File: src/core/gpp_pkg.sv
/*
 gpp_pkg: register map, field layout and reset values of the two five-bit ports.
 assumes a classic wishbone slave with 32-bit data; byte addresses are four times each index.
*/
package gpp_pkg;
  localparam int unsigned WIDTH = 5;
  localparam logic [11:0] IDX_A_LATCH = 12'h008;
  localparam logic [11:0] IDX_B_LATCH = 12'h009;
  localparam logic [11:0] IDX_A_READ = 12'h015;
  localparam logic [11:0] IDX_B_READ = 12'h016;
  localparam logic [11:0] IDX_A_DIR = 12'hF22;
  localparam logic [11:0] IDX_B_DIR = 12'hF23;
  localparam logic [11:0] IDX_B_PULLUP = 12'hF30;
  localparam logic [11:0] IDX_A_FUNC = 12'hF3C;
  localparam logic [11:0] IDX_B_FUNC = 12'hF3D;
  localparam logic [11:0] IDX_B_TYPE = 12'hF4A;
  localparam logic [4:0] A_FUNC_MASK = 5'h03;
  localparam logic [4:0] B_FUNC_MASK = 5'h0D;
  localparam logic [4:0] RESET_VAL = 5'h00;
  localparam int unsigned SYNC_STAGES = 2;
endpackage

File: src/core/gpp_ports.sv
/*
 gpp_ports: two five-bit general purpose ports behind a classic wishbone slave.
 assumes one clock, synchronous reset, pins resolved outside from out and enable (low drives).
*/
`timescale 1ns/100ps
`default_nettype none
module gpp_ports (
  input wire logic clk_i,
  input wire logic rst_i,
  input wire logic wb_cyc_i,
  input wire logic wb_stb_i,
  input wire logic wb_we_i,
  input wire logic [13:0] wb_adr_i,
  input wire logic [3:0] wb_sel_i,
  input wire logic [31:0] wb_dat_i,
  output logic [31:0] wb_dat_o,
  output logic wb_ack_o,
  input wire logic [4:0] port_a_pin_i,
  output logic [4:0] port_a_pin_o,
  output logic [4:0] port_a_pin_oe_n_o,
  input wire logic [4:0] port_b_pin_i,
  output logic [4:0] port_b_pin_o,
  output logic [4:0] port_b_pin_oe_n_o,
  output logic [4:0] port_b_pullup_en_o,
  input wire logic pulse_gen_output_a_i,
  input wire logic pulse_gen_output_b_i,
  output logic timer_ext_input_a_o,
  output logic timer_ext_input_b_o,
  input wire logic uart_one_transmit_i,
  input wire logic uart_two_transmit_i,
  input wire logic serial_one_clock_out_i,
  output logic uart_one_receive_o,
  output logic uart_two_receive_o,
  output logic serial_one_clock_in_o
);
  logic [4:0] a_latch, a_dir, a_func, b_latch, b_dir, b_func, b_type, b_pullup;
  logic [4:0] next_a_latch, next_a_dir, next_a_func;
  logic [4:0] next_b_latch, next_b_dir, next_b_func, next_b_type, next_b_pullup;
  logic [31:0] next_dat;
  logic next_ack;
  logic [4:0] a_sync, b_sync;
  logic [4:0] a_drv, b_drv, next_a_out, next_a_oe_n, next_b_out, next_b_oe_n, next_b_pu;
  logic next_tia, next_tib, next_u1, next_u2, next_sck;
  logic [11:0] idx;
  logic wr, rd_ok, req;
  logic [4:0] wdata;

  gpp_sync #(.W(5)) u_sync_a (
    .clk_i(clk_i),
    .rst_i(rst_i),
    .async_i(port_a_pin_i),
    .sync_o(a_sync)
  );
  gpp_sync #(.W(5)) u_sync_b (
    .clk_i(clk_i),
    .rst_i(rst_i),
    .async_i(port_b_pin_i),
    .sync_o(b_sync)
  );

  assign idx = wb_adr_i[13:2];
  assign req = wb_cyc_i && wb_stb_i && !wb_ack_o;
  assign wr = wb_cyc_i && wb_stb_i && wb_ack_o && wb_we_i && wb_sel_i[0]
    && (wb_adr_i[1:0] == 2'h0);
  assign wdata = wb_dat_i[4:0];

  // register writes
  always_comb begin
    next_a_latch = a_latch;
    next_a_dir = a_dir;
    next_a_func = a_func;
    next_b_latch = b_latch;
    next_b_dir = b_dir;
    next_b_func = b_func;
    next_b_type = b_type;
    next_b_pullup = b_pullup;
    if (wr) begin
      case (idx)
        gpp_pkg::IDX_A_LATCH: next_a_latch = wdata;
        gpp_pkg::IDX_A_DIR: next_a_dir = wdata;
        gpp_pkg::IDX_A_FUNC: next_a_func = wdata & gpp_pkg::A_FUNC_MASK;
        gpp_pkg::IDX_B_LATCH: next_b_latch = wdata;
        gpp_pkg::IDX_B_DIR: next_b_dir = wdata;
        gpp_pkg::IDX_B_FUNC: next_b_func = wdata & gpp_pkg::B_FUNC_MASK;
        gpp_pkg::IDX_B_TYPE: next_b_type = wdata;
        gpp_pkg::IDX_B_PULLUP: next_b_pullup = wdata;
        default: next_a_latch = a_latch;
      endcase
    end
  end

  always_ff @(posedge clk_i) begin
    if (rst_i) begin
      a_latch <= gpp_pkg::RESET_VAL;
      a_dir <= gpp_pkg::RESET_VAL;
      a_func <= gpp_pkg::RESET_VAL;
      b_latch <= gpp_pkg::RESET_VAL;
      b_dir <= gpp_pkg::RESET_VAL;
      b_func <= gpp_pkg::RESET_VAL;
      b_type <= gpp_pkg::RESET_VAL;
      b_pullup <= gpp_pkg::RESET_VAL;
    end else begin
      a_latch <= next_a_latch;
      a_dir <= next_a_dir;
      a_func <= next_a_func;
      b_latch <= next_b_latch;
      b_dir <= next_b_dir;
      b_func <= next_b_func;
      b_type <= next_b_type;
      b_pullup <= next_b_pullup;
    end
  end

  // bus answer, one cycle after the request
  always_comb begin
    next_ack = req;
    rd_ok = 1'b1;
    next_dat = 32'h00000000;
    case (idx)
      gpp_pkg::IDX_A_LATCH: next_dat[4:0] = a_latch;
      gpp_pkg::IDX_A_DIR: next_dat[4:0] = a_dir;
      gpp_pkg::IDX_A_FUNC: next_dat[4:0] = a_func;
      gpp_pkg::IDX_A_READ: next_dat[4:0] = a_sync & ~a_dir;
      gpp_pkg::IDX_B_LATCH: next_dat[4:0] = b_latch;
      gpp_pkg::IDX_B_DIR: next_dat[4:0] = b_dir;
      gpp_pkg::IDX_B_FUNC: next_dat[4:0] = b_func;
      gpp_pkg::IDX_B_TYPE: next_dat[4:0] = b_type;
      gpp_pkg::IDX_B_PULLUP: next_dat[4:0] = b_pullup;
      gpp_pkg::IDX_B_READ: next_dat[4:0] = b_sync & (~b_dir | b_type);
      default: rd_ok = 1'b0;
    endcase
    if (!req || wb_we_i || !rd_ok) begin
      next_dat = 32'h00000000;
    end
  end

  always_ff @(posedge clk_i) begin
    if (rst_i) begin
      wb_ack_o <= 1'b0;
      wb_dat_o <= 32'h00000000;
    end else begin
      wb_ack_o <= next_ack;
      wb_dat_o <= next_dat;
    end
  end

  // pin drive and peripheral routing
  always_comb begin
    a_drv = a_latch;
    a_drv[0] = a_func[0] ? pulse_gen_output_a_i : a_latch[0];
    a_drv[1] = a_func[1] ? pulse_gen_output_b_i : a_latch[1];
    next_a_out = a_drv;
    next_a_oe_n = ~a_dir;
    b_drv = b_latch;
    b_drv[0] = b_func[0] ? uart_one_transmit_i : b_latch[0];
    b_drv[2] = b_func[2] ? serial_one_clock_out_i : b_latch[2];
    b_drv[3] = b_func[3] ? uart_two_transmit_i : b_latch[3];
    next_b_out = b_drv & ~b_type;
    next_b_oe_n = ~(b_dir & (~b_type | ~b_drv));
    next_b_pu = b_pullup & (~b_dir | b_type);
    next_tia = a_sync[0] & ~a_dir[0];
    next_tib = a_sync[1] & ~a_dir[1];
    next_u1 = b_sync[1] & ~b_dir[1];
    next_u2 = b_sync[4] & ~b_dir[4];
    next_sck = b_sync[2] & ~b_dir[2];
  end

  always_ff @(posedge clk_i) begin
    if (rst_i) begin
      port_a_pin_o <= 5'h00;
      port_a_pin_oe_n_o <= 5'h1F;
      port_b_pin_o <= 5'h00;
      port_b_pin_oe_n_o <= 5'h1F;
      port_b_pullup_en_o <= 5'h00;
      timer_ext_input_a_o <= 1'b0;
      timer_ext_input_b_o <= 1'b0;
      uart_one_receive_o <= 1'b0;
      uart_two_receive_o <= 1'b0;
      serial_one_clock_in_o <= 1'b0;
    end else begin
      port_a_pin_o <= next_a_out;
      port_a_pin_oe_n_o <= next_a_oe_n;
      port_b_pin_o <= next_b_out;
      port_b_pin_oe_n_o <= next_b_oe_n;
      port_b_pullup_en_o <= next_b_pu;
      timer_ext_input_a_o <= next_tia;
      timer_ext_input_b_o <= next_tib;
      uart_one_receive_o <= next_u1;
      uart_two_receive_o <= next_u2;
      serial_one_clock_in_o <= next_sck;
    end
  end

  property p_ack_one;
    @(posedge clk_i) disable iff (rst_i)
    (wb_cyc_i && wb_stb_i && !wb_ack_o) |=> wb_ack_o;
  endproperty
  a_ack_one: assert property (p_ack_one) else $error("no ack after request");

  property p_a_read;
    @(posedge clk_i) disable iff (rst_i)
    (req && !wb_we_i && idx == gpp_pkg::IDX_A_READ) |=>
      (wb_dat_o[4:0] == ($past(a_sync) & ~$past(a_dir)) && wb_dat_o[31:5] == 27'h0);
  endproperty
  a_a_read: assert property (p_a_read) else $error("port a readback wrong");

  property p_b_read;
    @(posedge clk_i) disable iff (rst_i)
    (req && !wb_we_i && idx == gpp_pkg::IDX_B_READ) |=>
      wb_dat_o[4:0] == ($past(b_sync) & (~$past(b_dir) | $past(b_type)));
  endproperty
  a_b_read: assert property (p_b_read) else $error("port b readback wrong");

  property p_a_drive;
    @(posedge clk_i) disable iff (rst_i)
    (a_dir[4] && !$past(rst_i)) |=> (port_a_pin_oe_n_o[4] == 1'b0 && port_a_pin_o[4] == $past(a_latch[4]));
  endproperty
  a_a_drive: assert property (p_a_drive) else $error("port a drive wrong");

  property p_a_input;
    @(posedge clk_i) disable iff (rst_i)
    (!a_dir[0]) |=> port_a_pin_oe_n_o[0];
  endproperty
  a_a_input: assert property (p_a_input) else $error("port a input driven");

  property p_a_func;
    @(posedge clk_i) disable iff (rst_i)
    (a_func[1]) |=> port_a_pin_o[1] == $past(pulse_gen_output_b_i);
  endproperty
  a_a_func: assert property (p_a_func) else $error("pulse output not routed");

  property p_od_high;
    @(posedge clk_i) disable iff (rst_i)
    (b_dir[1] && b_type[1] && b_latch[1]) |=> port_b_pin_oe_n_o[1];
  endproperty
  a_od_high: assert property (p_od_high) else $error("open drain drove high");

  property p_cmos_high;
    @(posedge clk_i) disable iff (rst_i)
    (b_dir[1] && !b_type[1] && b_latch[1]) |=> (!port_b_pin_oe_n_o[1] && port_b_pin_o[1]);
  endproperty
  a_cmos_high: assert property (p_cmos_high) else $error("push pull not high");

  property p_pullup;
    @(posedge clk_i) disable iff (rst_i)
    (b_dir[3] && !b_type[3]) |=> !port_b_pullup_en_o[3];
  endproperty
  a_pullup: assert property (p_pullup) else $error("pull-up in push pull");

  property p_reset;
    @(posedge clk_i) rst_i |=> (port_a_pin_oe_n_o == 5'h1F && port_b_pin_oe_n_o == 5'h1F);
  endproperty
  a_reset: assert property (p_reset) else $error("pins not inputs after reset");

  property p_uart_rx;
    @(posedge clk_i) disable iff (rst_i)
    (!b_dir[4]) |=> uart_two_receive_o == $past(b_sync[4]);
  endproperty
  a_uart_rx: assert property (p_uart_rx) else $error("uart receive not passed");

  property p_ack_drop;
    @(posedge clk_i) disable iff (rst_i)
    wb_ack_o |=> !wb_ack_o;
  endproperty
  a_ack_drop: assert property (p_ack_drop) else $error("ack held past one cycle");

  property p_type_write;
    @(posedge clk_i) disable iff (rst_i)
    (wb_cyc_i && wb_stb_i && wb_ack_o && wb_we_i && wb_sel_i[0] && wb_adr_i[1:0] == 2'h0
      && idx == gpp_pkg::IDX_B_TYPE) |=> b_type == $past(wb_dat_i[4:0]);
  endproperty
  a_type_write: assert property (p_type_write) else $error("output type write lost");

  property p_afunc_write;
    @(posedge clk_i) disable iff (rst_i)
    (wr && idx == gpp_pkg::IDX_A_FUNC) |=> a_func == ($past(wdata) & gpp_pkg::A_FUNC_MASK);
  endproperty
  a_afunc_write: assert property (p_afunc_write) else $error("function mask lost");

  property p_b_route;
    @(posedge clk_i) disable iff (rst_i)
    b_func[3] |=> port_b_pin_o[3] == ($past(uart_two_transmit_i) & !$past(b_type[3]));
  endproperty
  a_b_route: assert property (p_b_route) else $error("uart transmit not routed");

  property p_timer_in;
    @(posedge clk_i) disable iff (rst_i)
    (!a_dir[0]) |=> timer_ext_input_a_o == $past(a_sync[0]);
  endproperty
  a_timer_in: assert property (p_timer_in) else $error("timer input not passed");

  property p_rx_blocked;
    @(posedge clk_i) disable iff (rst_i)
    b_dir[1] |=> !uart_one_receive_o;
  endproperty
  a_rx_blocked: assert property (p_rx_blocked) else $error("receive fed in output mode");

  property p_pullup_on;
    @(posedge clk_i) disable iff (rst_i)
    (b_pullup[0] && !b_dir[0]) |=> port_b_pullup_en_o[0];
  endproperty
  a_pullup_on: assert property (p_pullup_on) else $error("pull-up not connected");

  property p_reg_reset;
    @(posedge clk_i) rst_i |=>
      (a_latch == gpp_pkg::RESET_VAL && b_type == gpp_pkg::RESET_VAL);
  endproperty
  a_reg_reset: assert property (p_reg_reset) else $error("registers not cleared");
endmodule
`default_nettype wire

File: src/core/gpp_sync.sv
/*
 gpp_sync: two flip-flop synchroniser for a bus of pin levels.
 assumes inputs arrive asynchronously to clk_i.
*/
`timescale 1ns/100ps
`default_nettype none
module gpp_sync #(
  parameter int unsigned W = 5
) (
  input wire logic clk_i,
  input wire logic rst_i,
  input wire logic [W-1:0] async_i,
  output logic [W-1:0] sync_o
);
  logic [W-1:0] stage1;
  logic [W-1:0] stage2;
  logic [W-1:0] next_stage1;
  logic [W-1:0] next_stage2;
  if (W < 1) begin : g_width_check
    $error("synchroniser width must be at least one");
  end
  always_comb begin
    next_stage1 = async_i;
    next_stage2 = stage1;
  end
  always_ff @(posedge clk_i) begin
    if (rst_i) begin
      stage1 <= '0;
      stage2 <= '0;
    end else begin
      stage1 <= next_stage1;
      stage2 <= next_stage2;
    end
  end
  assign sync_o = stage2;
endmodule
`default_nettype wire

File: config.mk
export PLATFORM = sky130hd
export DESIGN_NAME = gpp_ports
export DESIGN_NICKNAME = d
export VERILOG_FILES = /design/src/core/gpp_pkg.sv /design/src/core/gpp_ports.sv /design/src/core/gpp_sync.sv
export SDC_FILE = /design/constraint.sdc
export NUM_CORES = 1
export LEC_CHECK = 0
export ABC_CLOCK_PERIOD_IN_PS = 2300
export BUFFER_PORTS_ARGS = -buffer_cell sky130_fd_sc_hd__buf_2
export CORE_AREA = 5 5 92 94
export CTS_BUF_LIST = sky130_fd_sc_hd__clkbuf_4 sky130_fd_sc_hd__clkbuf_8
export CTS_CLUSTER_SIZE = 40
export DETAILED_ROUTE_END_ITERATION = 8
export DIE_AREA = 0 0 97 99
export PLACE_DENSITY = 0.8
export SLEW_MARGIN = 10
export SYNTH_ARGS = -nofsm -noshare
export SYNTH_HDL_FRONTEND = slang
export SYNTH_SLANG_ARGS = --single-unit
File: constraint.sdc
create_clock -name clk_i -period 2.3 [get_ports clk_i]
set_input_delay 0.46 -clock clk_i [delete_from_list [all_inputs] [get_ports clk_i]]
set_output_delay 0.46 -clock clk_i [all_outputs]
set_load 0.03 [all_outputs]
After elaboration in Yosys (flattened, before gate mapping)

Cells that the tools add are included.

Register bits: 118
Output and inout port bits: 63
Word-level logic and storage cells: 86

Bitwise operators: 22
Mux-type cells: 7
Reduce and logical (&&, ||, !) cells: 22
Equality and inequality tests: 10

Operator list:

| operator               | number |
|---|---|
| $eq A12 B12 Y1 const B | 6 |
| $pmux W5 S10           | 1 |
| $and A5 B5 Y5          | 5 |
| $not A5 Y5             | 5 |
| $eq A12 B4 Y1 const B  | 2 |
| $eq A12 B5 Y1 const B  | 2 |
| $reduce_and A2 Y1      | 8 |
| $or A5 B5 Y5           | 2 |
| $reduce_or A10 Y1      | 1 |
| $logic_and A1 B1 Y1    | 6 |
| $mux W1                | 6 |
| $and A1 B1 Y1          | 5 |
| $not A1 Y1             | 5 |
| $logic_not A1 Y1       | 3 |
| $logic_not A2 Y1       | 1 |
| $logic_or A1 B1 Y1     | 2 |
| $reduce_or A2 Y1       | 1 |

Logic depth before layout (Yosys ltp)

Depth in word-level cells: 6
Gate-level depth with buffers: 6
Depth with buffers taken out: 5

Cells and area by module

Synthesis repeated with hierarchy kept, for this count alone.

Cells, all modules: 408
Area, all modules: 3853.7 µm²

Modules (own cells, without submodules):

| module    | area each (µm²) | instances | cells each | seq. area each (µm²) |
|---|---|---|---|---|
| gpp_ports | 3328.2          | 1         | 368        | 1421.4 |
| gpp_sync  | 262.8           | 2         | 20         | 200.2 |

Worst setup path after synthesis

Ideal clock, no wire load.

Path type: input port to flip-flop
Start point: input port wb_adr_i[6]
End point: register wb_dat_o[2]
Data arrival time: 2.046 ns
Required time: 2.225 ns
Cell stages on the path: 6
Setup slack: 0.179 ns
Cells stage by stage: buf_6 -> or4b_4 -> or4_4 -> o32ai_2 -> a221oi_2 -> a31oi_2

Word-level cells in the longest chain between the ends: 6
Elaborated cells on any way between the ends: 16

RTL lines:

| item                                  | line             | source |
|---|---|---|
| from (decl)                           | gpp_ports.sv:13  | `input wire logic [13:0] wb_adr_i,` |
| $eq A12 B5 Y1 (tied with other cells) | gpp_ports.sv:119 | `case (idx)` |
| $reduce_or A10 Y1 (no source line)    | -                |  |
| $mux W1                               | gpp_ports.sv:119 |  |
| $logic_not A1 Y1                      | gpp_ports.sv:132 | `if (!req \|\| wb_we_i \|\| !rd_ok) begin` |
| $logic_or A1 B1 Y1                    | gpp_ports.sv:132 |  |
| $reduce_or A2 Y1 (no source line)     | -                |  |
| to (signal assigned)                  | gpp_ports.sv:143 | `wb_dat_o <= next_dat;` |
| to (decl)                             | gpp_ports.sv:16  | `output logic [31:0] wb_dat_o,` |

Several ways; a longest one is shown, not always the timed one.
A chain may end at the register's enable or synchronous reset.

Worst setup path after layout

Start point: input port wb_adr_i[9]
End point: register wb_dat_o[0]

The elaborated chain is that of the path after synthesis.

==> summary.md <==
| Metric | Value |
|---|---|
| Crit path cell chain | buf_2, or4_1, nor4b_4, buf_4, nand3b_1, a21o_1, a31oi_1 |
| Power Dens Cells | about 640 nW/um^2 |
| Peak per-stage delay on the critical path | 630 ps |
| Crit path DAT | 2280 ps |
| Hold Fails Final Rpt | 0 |
| MaxCap Viol Count | 0 |
| Max Clock Freq | 497 MHz |
| Detailed-route via count | 3172 |
| Die height | 99 microns |
| Yosys warnings | 0 |
| Cells on Worst Hold Path | 2 |
| Area of the multi-input gates | 1730 sq um |
| Post-cts resize count | 0 |
| Status | finished clean |
| Period utilisation layout | 0.875 |
| Crit Reg-Reg Startpoint | wb_ack_o$_SDFF_PP0_ |
| Post-CTS setup buffer count | 0 |
| Initial DRT Pass Iterations | 6 |
| Die area | slightly below 10000 sq um |
| R2R Setup Slk | around 550 ps |
| Mapped Avg Cell Area | around 9.7 sq um |
| Post-synth top area share | 0.484 |
| Hold_sp | port_a_pin_i[1] |
| Number of top-level pins | 133 |
| RSZ-0062 raised after global routing | false |
| N_diodes | 0 |
| Row count | 32 |
| Max FO, Critical Path | 7 |
| DR iter-0 viols | 331 |
| Filler cells | 674 |
| Worst R2R End | b_dir[3]$_SDFFE_PP0P_ |
| Num CTS Buffers | 9 |
| Cells after Synth | 387 |
| Die width | 97 microns |
| Setup violators final | 0 |
| WHS Endpoint | u_sync_a.next_stage2[1]$_SDFF_PP0_ |
| # DRC | 0 |
| Hold crit path type | input pin to flop |
| Tmin final | 2010 ps |
| Main synth FF type | dfxtp_1 |
| Total track usage | 0.199 |
| Final Slew Violations | 0 |
| CTS H-tree lvls | 3 |
| Largest net degree at the start of global routing | 71 |
| Layout area overhead | 20.2% |
| Core area | 7570 sq um |
| Most frequent cells after synthesis | dfxtp_1, nor2_1, mux2i_1 |
| Post-route cell area | 4530 sq um |
| WL/cell | 16.3 microns |
| Synth Area in Compound Gates | 0.0973 |
| Root buf cell | clkbuf_8 |
| CTS clk-pin slew, worst paths | 90 ps |
| Global-route wire length before repair | 15.3 mm |
| Final WL | about 9.7 mm |
| Adder-Cell Fraction of Synth Area | 0 |
| Antenna violations before repair | 1 |
| Post-DR vias/cell | 5.34 |
| WP data required | 2560 ps |
| Number of synthesized flops with an enable pin | 0 |
| Area leader, netlist | dfxtp_1 |
| Vias in the first global route | 3058 |
| Worst setup SP type | input pin |
| GP Congestion | 0.898 |
| Tightest Pin Transition | 695 ps |
| Register area | approximately 1800 sq um |
| Setup CP Type | input pin to flop |
| Register area share after synthesis | 0.484 |
| Distinct cells, synth | between 50 and 60 |
| Worst skew pair latency | 360 ps |
| Post-synthesis mux area share | 0.101 |
| Slowest-stage cell, CP | or4_1 |
| Slew headroom | 0.537 |
| Worst setup EP type | flop |
| Synth Area in Simple Gates | 0.233 |
| Maximum vdd drop | approximately 430 uV |
| Post-Synth XOR/XNOR Area | 0 |
| TritonCTS Sinks | 91 |
| Fin nets | around 560 |
| Top-count cell post-synth | dfxtp_1 |
| Synth top area cells | dfxtp_1, mux2i_1, buf_4 |
| Starting Density | 0.498 |
| R2r worst-path depth | 6 |
| Yosys reg bits | 91 |
| Synth Cell Area | roughly 3800 sq um |
| Total leakage power | 1.99 nW |
| Final Skew | 9.60 ps |
| Area post-placement | between 4000 and 5000 sq um |
| Total gr overflow | 0 |
| Share of cells above drive strength 1 | 0.272 |
| Dpl hpwl | 7.09 mm |
| Clock buffer depth | 2 |
| CTS tree | yes |
| I/O Buffers | 75 |
| Main combinational cell family by area after synthesis | simple AND/OR/NAND/NOR gates |
| Post-CTS Hold Fix Bufs | 0 |
| FFs w/ async S/R, synth | 0 |
| Layout Utilization | 0.599 |
| Routed Antenna Nets | 0 |
where the power goes:
| group | leakage (nW) | switching (mW) | internal (mW) |
|---|---|---|---|
| clock network | 0.0927 | 0.566 | 0.507 |
| logic | 1.16 | 0.151 | 0.0653 |
| registers | 0.738 | 0.00779 | 1.59 |
| total | 1.99 | 0.724 | 2.17 |
placed cells by master, fill, tap and decap left out, types with 2 or more instances in the layout:
cell,synthesis,final
a211oi_1,4,4
a21oi_1,16,16
a31oi_1,4,4
a32o_1,3,3
a32oi_1,3,3
a41oi_1,2,2
and3_1,4,4
and4_1,2,2
buf_2,0,75
buf_4,27,31
clkbuf_8,0,9
clkinvlp_4,0,2
conb_1,1,27
dfxtp_1,91,91
inv_1,13,13
inv_6,0,3
mux2i_1,38,38
nand2_1,24,24
nand2b_1,3,3
nand3_1,18,18
nand3b_1,2,2
nand4_1,5,5
nor2_1,39,39
nor2b_1,23,23
nor3_1,5,5
nor3_2,2,2
nor3b_1,7,7
o211ai_1,3,3
o21a_1,2,2
or2_2,2,2
sequential cells by signal, indices dropped and copies added (netlist names), 2 cells and up:
name                  flops
port_b_pin_o              5
b_pullup                  5
u_sync_b.sync_o           5
port_a_pin_oe_n_o         5
port_b_pullup_en_o        5
a_latch                   5
b_dir                     5
a_func                    2
u_sync_a.sync_o           5
u_sync_b.next_stage2      5
b_latch                   5
u_sync_a.next_stage2      5
port_b_pin_oe_n_o         5
wb_dat_o                  5
port_a_pin_o              5
a_dir                     5
b_type                    5
b_func                    3
per-layer routing:
metal,wire (microns),GRT usage
met5,11,0
met4,165,0.0853
met3,690,0.0389
met2,4630,0.328
met1,4170,0.256
cell type report:
class                   instances  share of cell area
flip-flops and latches         91               0.402
multi-input cells             267               0.381
repair buffers                106               0.134
well taps                     102              0.0282
clock buffers                   9              0.0273
clock inverters                 6              0.0157
inverters                      13              0.0108
metrics by stage:
step,worst slack [ps],hold WS (ps),instances,TNS (ps),total power [mW]
after floorplan,179,371,413,0,1.81
final,287,302,594,0,2.89
after detailed placement,-66.7,386,579,-106,1.85
after CTS,302,288,594,0,2.91
after global placement,-36.6,383,579,-93.8,1.85
after global routing,222,298,594,0,2.98
how the worst max path moves through the flow:
| stage | depth (start not counted) | endpoint | start |
|---|---|---|---|
| 2_1_floorplan | 6 | wb_dat_o[2]$_SDFF_PP0_ | wb_adr_i[6] |
| 3_3_place_gp | 5 | wb_dat_o[1]$_SDFF_PP0_ | wb_adr_i[9] |
| 3_5_place_dp | 7 | wb_dat_o[0]$_SDFF_PP0_ | wb_adr_i[9] |
| 4_1_cts | 7 | wb_dat_o[0]$_SDFF_PP0_ | wb_adr_i[9] |
| 5_1_grt | 7 | wb_dat_o[0]$_SDFF_PP0_ | wb_adr_i[9] |
| 6_report | 7 | wb_dat_o[0]$_SDFF_PP0_ | wb_adr_i[9] |
kinds of logic (layout without fill, tap and decap cells):
family          after synthesis  in the layout
other cells                   1             27
mux                          38             38
flops                        91             91
buf+inv                      55            134
simple gates                153            153
compound gates               49             49
critical path: cells and delay by family:
kind,cells,cell delay (ps)
and+or+nand+nor,3,1020
AOI/OAI and AO/OA,2,470
buffers and inverters,2,320
Power figures use the tool's default switching activity.
